===== src/core/cpfu_pkg.sv =====
// Functional notes
// - ten general purpose pins, each given one selectable function by configuration
// - pins 2, 3, 4 and 6 keep working while the interface supply is off
// - a pin set as output drives the commanded high or low level
// - a pin set as input senses and reports the applied level
// - network status output on pins 1,2,4,5,7,8,9,10 shows network state
// - module status on pins 2 or 4: low when off, high otherwise
// - pin 6 as SIM detect gates the SIM interface when hot insertion is on
// - SIM detect low means card absent, high means card present
// - ring indication on pins 1,2,4,5,7,8,9,10 follows the ring indicator line
// - pin 3 or 6 wakes the module once power saving enables it
// - fast power-off pin has pull-down; rising edge triggers fast shutdown
// - memory-safe power-off pin has pull-down; rising edge triggers safe shutdown
// - pin 1 disabled is tri-state with pull-up, its default function
// - other pins disabled are tri-state with pull-down, default for pins 2 to 10
package cpfu_pkg;
  // ==========================================================
  // sizes and register map
  localparam int         CPFU_NPIN      = 10;
  localparam int         CPFU_NEV       = 5;
  localparam logic [7:0] CPFU_OFF_FUNC0 = 8'h00;
  localparam logic [7:0] CPFU_OFF_FLAST = 8'h24;
  localparam logic [7:0] CPFU_OFF_OUT   = 8'h28;
  localparam logic [7:0] CPFU_OFF_IN    = 8'h2C;
  localparam logic [7:0] CPFU_OFF_CTRL  = 8'h30;
  localparam logic [7:0] CPFU_OFF_IST   = 8'h34;
  localparam logic [7:0] CPFU_OFF_ICLR  = 8'h38;
  localparam logic [7:0] CPFU_OFF_IEN   = 8'h3C;
  localparam int         CPFU_CTRL_PSV  = 0;
  localparam int         CPFU_CTRL_HOT  = 1;
  localparam int         CPFU_EV_SIM    = 0;
  localparam int         CPFU_EV_FAST   = 1;
  localparam int         CPFU_EV_MEM    = 2;
  localparam int         CPFU_EV_WAKE   = 3;
  localparam int         CPFU_EV_REJ    = 4;
  // ==========================================================
  // pin masks, bit 0 is pin 1
  localparam logic [9:0] CPFU_M_ALL  = 10'h3FF;
  localparam logic [9:0] CPFU_M_IND  = 10'h3DB;
  localparam logic [9:0] CPFU_M_MOD  = 10'h00A;
  localparam logic [9:0] CPFU_M_SIM  = 10'h020;
  localparam logic [9:0] CPFU_M_PWR  = 10'h024;
  localparam logic [9:0] CPFU_M_PU   = 10'h001;
  localparam logic [9:0] CPFU_M_PD   = 10'h3FE;
  localparam logic [9:0] CPFU_M_AON  = 10'h02E;
  // ==========================================================
  // pin functions
  typedef enum logic [3:0] {
    CPFU_FN_OUT  = 4'b0000,
    CPFU_FN_IN   = 4'b0001,
    CPFU_FN_NET  = 4'b0010,
    CPFU_FN_MOD  = 4'b0011,
    CPFU_FN_SIM  = 4'b0100,
    CPFU_FN_RING = 4'b0101,
    CPFU_FN_WAKE = 4'b0110,
    CPFU_FN_FAST = 4'b0111,
    CPFU_FN_MEM  = 4'b1000,
    CPFU_FN_DPU  = 4'b1001,
    CPFU_FN_DPD  = 4'b1010
  } cpfu_func_e;
  typedef struct packed {
    logic oe;
    logic lvl;
    logic pu;
    logic pd;
  } cpfu_drive_s;
  // pins on which a function may be placed
  function automatic logic [9:0] cpfu_allowed(input logic [3:0] f);
    case (f)
      CPFU_FN_OUT, CPFU_FN_IN:                  cpfu_allowed = CPFU_M_ALL;
      CPFU_FN_NET, CPFU_FN_RING:                cpfu_allowed = CPFU_M_IND;
      CPFU_FN_MOD:                              cpfu_allowed = CPFU_M_MOD;
      CPFU_FN_SIM:                              cpfu_allowed = CPFU_M_SIM;
      CPFU_FN_WAKE, CPFU_FN_FAST, CPFU_FN_MEM:  cpfu_allowed = CPFU_M_PWR;
      CPFU_FN_DPU:                              cpfu_allowed = CPFU_M_PU;
      CPFU_FN_DPD:                              cpfu_allowed = CPFU_M_PD;
      default:                                  cpfu_allowed = 10'h000;
    endcase
  endfunction : cpfu_allowed
endpackage : cpfu_pkg


===== src/core/cpfu_top.sv =====
`timescale 1ns/1ps
module cpfu_top (
  input  wire logic                          pclk,
  input  wire logic                          presetn,
  input  wire logic                          psel,
  input  wire logic                          penable,
  input  wire logic                          pwrite,
  input  wire logic [7:0]                    paddr,
  input  wire logic [31:0]                   pwdata,
  output logic      [31:0]                   prdata,
  output logic                               pready,
  output logic                               pslverr,
  input  wire logic [cpfu_pkg::CPFU_NPIN-1:0] gpio_in,
  output logic      [cpfu_pkg::CPFU_NPIN-1:0] gpio_out,
  output logic      [cpfu_pkg::CPFU_NPIN-1:0] gpio_oe,
  output logic      [cpfu_pkg::CPFU_NPIN-1:0] gpio_pu,
  output logic      [cpfu_pkg::CPFU_NPIN-1:0] gpio_pd,
  input  wire logic                          vint_on,
  input  wire logic                          module_on,
  input  wire logic                          net_status_lvl,
  input  wire logic                          ring_indicator_line,
  output logic                               sim_present,
  output logic                               sim_if_enable,
  output logic                               wake_req,
  output logic                               fast_shutdown,
  output logic                               memory_safe_shutdown,
  output logic                               irq
);
  localparam int N = cpfu_pkg::CPFU_NPIN;
  localparam int E = cpfu_pkg::CPFU_NEV;

  // ==========================================================
  // apb slave
  logic [3:0]            func_ff [N];
  logic [N-1:0]          out_lvl_ff;
  logic [1:0]            ctrl_ff;
  logic [E-1:0]          ist_ff;
  logic [E-1:0]          ien_ff;
  logic [N-1:0]          in_lvl_ff;
  logic                  pready_ff;
  logic                  pslverr_ff;
  logic [31:0]           prdata_ff;
  logic                  acc;
  logic                  done;
  logic                  func_hit;
  logic [3:0]            func_idx;
  logic                  func_bad;
  logic [N-1:0]          allow_mask;
  logic                  mapped;
  logic [31:0]           nxt_rdata;

  assign acc      = psel & penable & ~pready_ff;
  assign done     = psel & penable & pready_ff;
  assign func_hit = (paddr <= cpfu_pkg::CPFU_OFF_FLAST) && (paddr[1:0] == 2'h0);
  assign func_idx = paddr[5:2];
  // a function call result cannot be bit-selected, so the mask is a net of its own
  assign allow_mask = cpfu_pkg::cpfu_allowed(pwdata[3:0]);
  assign func_bad = func_hit && pwrite && !allow_mask[func_idx];
  assign mapped   = func_hit || (paddr == cpfu_pkg::CPFU_OFF_OUT) ||
                    (paddr == cpfu_pkg::CPFU_OFF_IN) || (paddr == cpfu_pkg::CPFU_OFF_CTRL) ||
                    (paddr == cpfu_pkg::CPFU_OFF_IST) || (paddr == cpfu_pkg::CPFU_OFF_ICLR) ||
                    (paddr == cpfu_pkg::CPFU_OFF_IEN);

  always_comb begin
    nxt_rdata = 32'h0000_0000;
    if (func_hit) begin
      nxt_rdata[3:0] = func_ff[func_idx];
    end else begin
      case (paddr)
        cpfu_pkg::CPFU_OFF_OUT:  nxt_rdata[N-1:0] = out_lvl_ff;
        cpfu_pkg::CPFU_OFF_IN:   nxt_rdata[N-1:0] = in_lvl_ff;
        cpfu_pkg::CPFU_OFF_CTRL: nxt_rdata[1:0]   = ctrl_ff;
        cpfu_pkg::CPFU_OFF_IST:  nxt_rdata[E-1:0] = ist_ff;
        cpfu_pkg::CPFU_OFF_IEN:  nxt_rdata[E-1:0] = ien_ff;
        default:                 nxt_rdata        = 32'h0000_0000;
      endcase
    end
  end

  // one wait state: data and error are registered on the same edge that raises pready
  always_ff @(posedge pclk or negedge presetn) begin
    if (!presetn) begin
      pready_ff  <= 1'b0;
      pslverr_ff <= 1'b0;
      prdata_ff  <= 32'h0000_0000;
    end else begin
      pready_ff  <= acc;
      pslverr_ff <= acc & (~mapped | func_bad);
      if (acc && !pwrite) begin
        prdata_ff <= nxt_rdata;
      end
    end
  end

  always_ff @(posedge pclk or negedge presetn) begin
    if (!presetn) begin
      for (int i = 0; i < N; i++) begin
        func_ff[i] <= (i == 0) ? cpfu_pkg::CPFU_FN_DPU : cpfu_pkg::CPFU_FN_DPD;
      end
    end else if (done && pwrite && func_hit && !func_bad) begin
      func_ff[func_idx] <= pwdata[3:0];
    end
  end

  always_ff @(posedge pclk or negedge presetn) begin
    if (!presetn) begin
      out_lvl_ff <= '0;
      ctrl_ff    <= 2'b00;
      ien_ff     <= '0;
    end else if (done && pwrite) begin
      if (paddr == cpfu_pkg::CPFU_OFF_OUT)  out_lvl_ff <= pwdata[N-1:0];
      if (paddr == cpfu_pkg::CPFU_OFF_CTRL) ctrl_ff    <= pwdata[1:0];
      if (paddr == cpfu_pkg::CPFU_OFF_IEN)  ien_ff     <= pwdata[E-1:0];
    end
  end

  // ==========================================================
  // pin input synchronisers
  logic [N-1:0] s1_ff, s2_ff, s3_ff;
  logic [N-1:0] prev_ff;

  always_ff @(posedge pclk or negedge presetn) begin
    if (!presetn) begin
      s1_ff     <= '0;
      s2_ff     <= '0;
      s3_ff     <= '0;
      in_lvl_ff <= '0;
      prev_ff   <= '0;
    end else begin
      s1_ff     <= gpio_in;
      s2_ff     <= s1_ff;
      s3_ff     <= s2_ff;
      // level accepted once two stages agree
      in_lvl_ff <= (s2_ff & s3_ff) | (in_lvl_ff & (s2_ff | s3_ff));
      prev_ff   <= in_lvl_ff;
    end
  end

  // ==========================================================
  // pin drive and function decode
  cpfu_pkg::cpfu_drive_s drv_ff [N];
  logic [N-1:0] rise;
  logic [N-1:0] is_sim, is_wake, is_fast, is_mem;

  assign rise = in_lvl_ff & ~prev_ff;

  generate
    for (genvar g = 0; g < N; g++) begin : g_pin
      cpfu_pkg::cpfu_drive_s nxt_drv;
      logic powered;
      assign powered    = vint_on | cpfu_pkg::CPFU_M_AON[g];
      assign is_sim[g]  = func_ff[g] == cpfu_pkg::CPFU_FN_SIM;
      assign is_wake[g] = func_ff[g] == cpfu_pkg::CPFU_FN_WAKE;
      assign is_fast[g] = func_ff[g] == cpfu_pkg::CPFU_FN_FAST;
      assign is_mem[g]  = func_ff[g] == cpfu_pkg::CPFU_FN_MEM;
      always_comb begin
        nxt_drv = '0;
        case (func_ff[g])
          cpfu_pkg::CPFU_FN_OUT:  nxt_drv = '{1'b1, out_lvl_ff[g], 1'b0, 1'b0};
          cpfu_pkg::CPFU_FN_NET:  nxt_drv = '{1'b1, net_status_lvl, 1'b0, 1'b0};
          cpfu_pkg::CPFU_FN_MOD:  nxt_drv = '{1'b1, module_on, 1'b0, 1'b0};
          cpfu_pkg::CPFU_FN_RING: nxt_drv = '{1'b1, ring_indicator_line, 1'b0, 1'b0};
          cpfu_pkg::CPFU_FN_FAST,
          cpfu_pkg::CPFU_FN_MEM:  nxt_drv = '{1'b0, 1'b0, 1'b0, 1'b1};
          cpfu_pkg::CPFU_FN_DPU:  nxt_drv = '{1'b0, 1'b0, 1'b1, 1'b0};
          cpfu_pkg::CPFU_FN_DPD:  nxt_drv = '{1'b0, 1'b0, 1'b0, 1'b1};
          default:                nxt_drv = '0;
        endcase
        // unpowered pins float: no drive, no pull
        if (!powered) nxt_drv = '0;
      end
      always_ff @(posedge pclk or negedge presetn) begin
        if (!presetn) begin
          drv_ff[g] <= (g == 0) ? cpfu_pkg::cpfu_drive_s'(4'h2) : cpfu_pkg::cpfu_drive_s'(4'h1);
        end else begin
          drv_ff[g] <= nxt_drv;
        end
      end
      assign gpio_oe[g]  = drv_ff[g].oe;
      assign gpio_out[g] = drv_ff[g].lvl;
      assign gpio_pu[g]  = drv_ff[g].pu;
      assign gpio_pd[g]  = drv_ff[g].pd;
    end
  endgenerate

  // ==========================================================
  // system functions and events
  logic [E-1:0] ev;
  logic         sim_ff, sim_en_ff, wake_ff, fast_ff, mem_ff, irq_ff;
  logic         nxt_sim;

  assign nxt_sim = |(is_sim & in_lvl_ff);

  always_ff @(posedge pclk or negedge presetn) begin
    if (!presetn) begin
      sim_ff    <= 1'b0;
      sim_en_ff <= 1'b1;
      wake_ff   <= 1'b0;
      fast_ff   <= 1'b0;
      mem_ff    <= 1'b0;
    end else begin
      sim_ff    <= nxt_sim;
      sim_en_ff <= ctrl_ff[cpfu_pkg::CPFU_CTRL_HOT] ? nxt_sim : 1'b1;
      wake_ff   <= ctrl_ff[cpfu_pkg::CPFU_CTRL_PSV] & |(is_wake & in_lvl_ff);
      fast_ff   <= |(is_fast & rise);
      mem_ff    <= |(is_mem & rise);
    end
  end

  always_comb begin
    ev = '0;
    ev[cpfu_pkg::CPFU_EV_SIM]  = nxt_sim ^ sim_ff;
    ev[cpfu_pkg::CPFU_EV_FAST] = |(is_fast & rise);
    ev[cpfu_pkg::CPFU_EV_MEM]  = |(is_mem & rise);
    ev[cpfu_pkg::CPFU_EV_WAKE] = ctrl_ff[cpfu_pkg::CPFU_CTRL_PSV] & |(is_wake & rise);
    ev[cpfu_pkg::CPFU_EV_REJ]  = done & func_bad;
  end

  // set wins over a clear in the same cycle
  always_ff @(posedge pclk or negedge presetn) begin
    if (!presetn) begin
      ist_ff <= '0;
      irq_ff <= 1'b0;
    end else begin
      if (done && pwrite && paddr == cpfu_pkg::CPFU_OFF_ICLR) begin
        ist_ff <= (ist_ff & ~pwdata[E-1:0]) | ev;
      end else begin
        ist_ff <= ist_ff | ev;
      end
      irq_ff <= |(ist_ff & ien_ff);
    end
  end

  assign prdata               = prdata_ff;
  assign pready               = pready_ff;
  assign pslverr              = pslverr_ff;
  assign sim_present          = sim_ff;
  assign sim_if_enable        = sim_en_ff;
  assign wake_req             = wake_ff;
  assign fast_shutdown        = fast_ff;
  assign memory_safe_shutdown = mem_ff;
  assign irq                  = irq_ff;
endmodule : cpfu_top


===== config.mk =====
export PLATFORM = sky130hd
export DESIGN_NAME = cpfu_top
export DESIGN_NICKNAME = d
export VERILOG_FILES = /design/src/core/cpfu_pkg.sv /design/src/core/cpfu_top.sv
export SDC_FILE = /design/constraint.sdc
export NUM_CORES = 1
export LEC_CHECK = 0
export ABC_AREA = 0
export ABC_CLOCK_PERIOD_IN_PS = 3430
export BUFFER_PORTS_ARGS = -buffer_cell sky130_fd_sc_hd__buf_2
export CORE_ASPECT_RATIO = 1.75
export CORE_MARGIN = 2
export CORE_UTILIZATION = 30
export CTS_CLUSTER_DIAMETER = 40
export DETAILED_ROUTE_END_ITERATION = 6
export PLACE_DENSITY = 0.52
export SETUP_SLACK_MARGIN = 0.15
export SYNTH_ARGS = -nofsm -noshare
export SYNTH_HDL_FRONTEND = slang
export SYNTH_SLANG_ARGS = --single-unit

===== constraint.sdc =====
create_clock -name pclk -period 3.43 [get_ports pclk]
set_input_delay 0.686 -clock pclk [delete_from_list [all_inputs] [get_ports pclk]]
set_output_delay 0.686 -clock pclk [all_outputs]
set_load 0.005 [all_outputs]

==> run_results.csv <==
group,metric,value,unit
route,wl_per_cell,20.51,µm
floorplanning,ios,139,
synthesis,yosysWarnings,0,
global_route,grt_pass1_wl,38600,µm
sta,clock.fmax,0.3760,GHz
floorplanning,die_h,223.2,µm
worst_setup_path,cp_num_buf_inv,2,
route,routed_wl,25310,µm
cts,cts_tree,"done",
route,drtPass1Iterations,5,
global_route,gr-total-overflow,0,
global_route,grt_usage,18.09,%
layout,finalCoreUtilization,35.60,%
sta,setup_tns,0,ns
layout,fillCellCount,2766,
worst_setup_path,critPathCaptureType,"register",
global_route,grt_start_max_net_pins,64,
cts,clockRootBuffer,"clkbuf_16",
cts,holdBufCountCts,0,
worst_setup_path,cp.depth,7,
worst_setup_path,path_delay_family,"simple AND/OR/NAND/NOR gates",
sta,tightest_slew,0.7412,ns
cts,cts_sinks,170,
pwr,p_leak,0.004271,µW
cts,cts_resized,0,
cts,clock_path_buffers,2,
worst_setup_path,worstPathCellList,"buf_2, nor2b_1, o221ai_1, nor4_2, o311ai_2, buf_4, o22ai_1",
synthesis,synth.top_cell.area_share,42.23,%
layout,final_common_cell,"dfrtp_1",
outcome,status,"complete, no violations",
pwr,ir_drop,0.0002694,V
layout,syn_to_final_growth,17.26,%
floorplanning,rows,80,
route,drtAntennaViolNets,0,
synthesis,ys_types,75,
placed_design,place.gp.congestion,0.9278,
route,vias,6313,
placed_design,dp_cells,1202,
synthesis,synth_area_leaders,"dfrtp_1 42%, dfstp_2 9.9%, mux2_2 3.0%, mux2i_1 2.6%, nor2_1 2.6%",
placed_design,port-buffer-count,94,
route,drc_errors,0,
synthesis,synthArstFlopShare,100.0,%
sta,final.period_utilization,77.54,%
layout,layout_common_cells,"139 x dfrtp_1, 93 x buf_2, 56 x nor2_1",
placed_design,hpwl,19430,µm
synthesis,ys_seq_area_share,52.12,%
layout,fin_cells,1234,
cts,h-tree-depth,4,
sta,fin_skew,0.01199,ns
worst_setup_path,critPathArrivalTime,3.01,ns
global_route,grt_antenna_before_repair,0,
global_route,grt_pass1_vias,6455,
synthesis,ys.flop_type,"dfrtp_1",
cts,cts_buffers,17,
synthesis,synth_area_per_cell,10.87,µm²
worst_setup_path,path_class,"input port to register",
layout,diodes,0,
worst_setup_path,crit_fanout,12,
floorplanning,coreArea,27130,µm²
sta,setup_violations,0,
route,dr.first_iter.drc_count,358,
sta,worst_slack,0.7704,ns
worst_setup_path,worstPathRequired,3.78,ns
layout,fin_nets,911,
worst_setup_path,worst_setup_path_start_kind,"input port",
hold_path,min_path_type,"input port to asynchronous set/reset pin",
pwr,powerDensity,437.8,nW/µm²
floorplanning,dieArea,28850,µm²
worst_setup_path,cp_slowest_cell,"nor4_2",
cts,clkLatencyLatePin,0.44,ns
layout,drive_above_1_share,26.94,%
route,via_per_inst,5.116,
synthesis,post-synth-top-area-cell,"dfrtp_1",
floorplanning,chipWidth,129.3,µm
sta,slew_headroom,50.18,%
synthesis,syn_inst,758,
floorplanning,start_util,30.36,%
cts,path_clk_slew,0.06,ns
sta,fin_crit,2.660,ns
sta,hold_violations,0,
sta,rsz0062_at_grt,"false",
synthesis,syn_area,8237,µm²
synthesis,synth-seq-cells,170,
worst_setup_path,reg2regPathDepth,6,
worst_setup_path,slowest_delay,0.72,ns
synthesis,synth_edf_count,0,
placed_design,dp_slack,0.3662,ns
cts,cts_setup_buffers,0,
sta,drv_slew,0,
run,drv_cap,0,
state kept, by name (all words and copies together), names as in the netlist, 2 cells and up:
register / cells
in_lvl_ff: 10
gpio_pu: 10
s1_ff: 10
s3_ff: 10
func_ff: 40
ist_ff: 5
ien_ff: 5
prev_ff: 10
gpio_pd: 10
ctrl_ff: 2
out_lvl_ff: 10
prdata: 10
s2_ff: 10
gpio_oe: 10
gpio_out: 10
worst paths after layout:
path                         startpoint          end  slack, ns
setup reg to reg           in_lvl_ff[3]    ist_ff[0]       1.17
setup / recovery               paddr[2]  func_ff[26]       0.77
max in group asynchronous       presetn   gpio_pd[6]       2.41
min in group pclk            gpio_in[8]     s1_ff[8]       0.34
hold / removal                  presetn     s1_ff[1]       0.18
hold reg to reg                s1_ff[0]     s2_ff[0]       0.35
where the power goes:
part / switching (µW) / internal, µW
Combinational: 188 / 103
Clock: 780 / 1030
Sequential: 57.5 / 2070
Total: 1030 / 3200
Yosys cell counts, drive strengths merged, types with 17 or more instances:
library cell	instances
buf	35
clkbuf	27
dfrtp	139
dfstp	31
inv	39
mux2	26
mux2i	21
nand2	48
nand2b	22
nor2	56
nor3	25
nor4	17
o21ai	20
o22ai	28
metrics by stage:
stage,cell area (µm²),total power [µW],hold slack (ns)
after floorplan,8315,2309,0.3312
after global placement,9115,2451,0.3316
after detailed placement,9115,2454,0.3347
after CTS,9658,4283,0.1725
after global routing,9658,4394,0.1939
final,9658,4228,0.1769
area by class of cell:
cell class                      count  area, µm²  area share (%)
Inverter                           39      146.4           1.516
Sequential cell                   170       4293           44.45
Clock buffer                       24      471.7           4.884
Timing Repair Buffer              116      654.4           6.775
Tap cell                          369      461.7           4.780
Clock inverter                      8      71.32          0.7384
Multi-Input combinational cell    508       3560           36.86
worst reg2reg max path: stages, from the launching register on:
cell and delay [ns]:
dfrtp_1 0.53, or3b_2 0.53, nor3_1 0.37, nor4_1 0.14, buf_4 0.19, and3_1 0.17
a211o_1 0.22
per-layer routing:
metal	routed length, µm	vias to the layer above	global-route usage (%)
li1	-	2917	-
met5	0	-	0
met1	9287	3158	19.63
met4	1117	0	9.151
met2	13790	185	32.70
met3	1116	53	3.621
logic make-up after synthesis:
family / after synthesis / synth area share, %
AOI/OAI and AO/OA: 149 / 14.19
xor gates and xnor gates: 9 / 0.9571
adders and majority gates: 10 / 1.215
buffers and inverters: 101 / 5.772
DFF: 170 / 52.12
muxes: 55 / 8.294
other: 1 / 0.04553
and+or+nand+nor: 263 / 17.41
No activity file was read; power rests on OpenSTA's default activity.
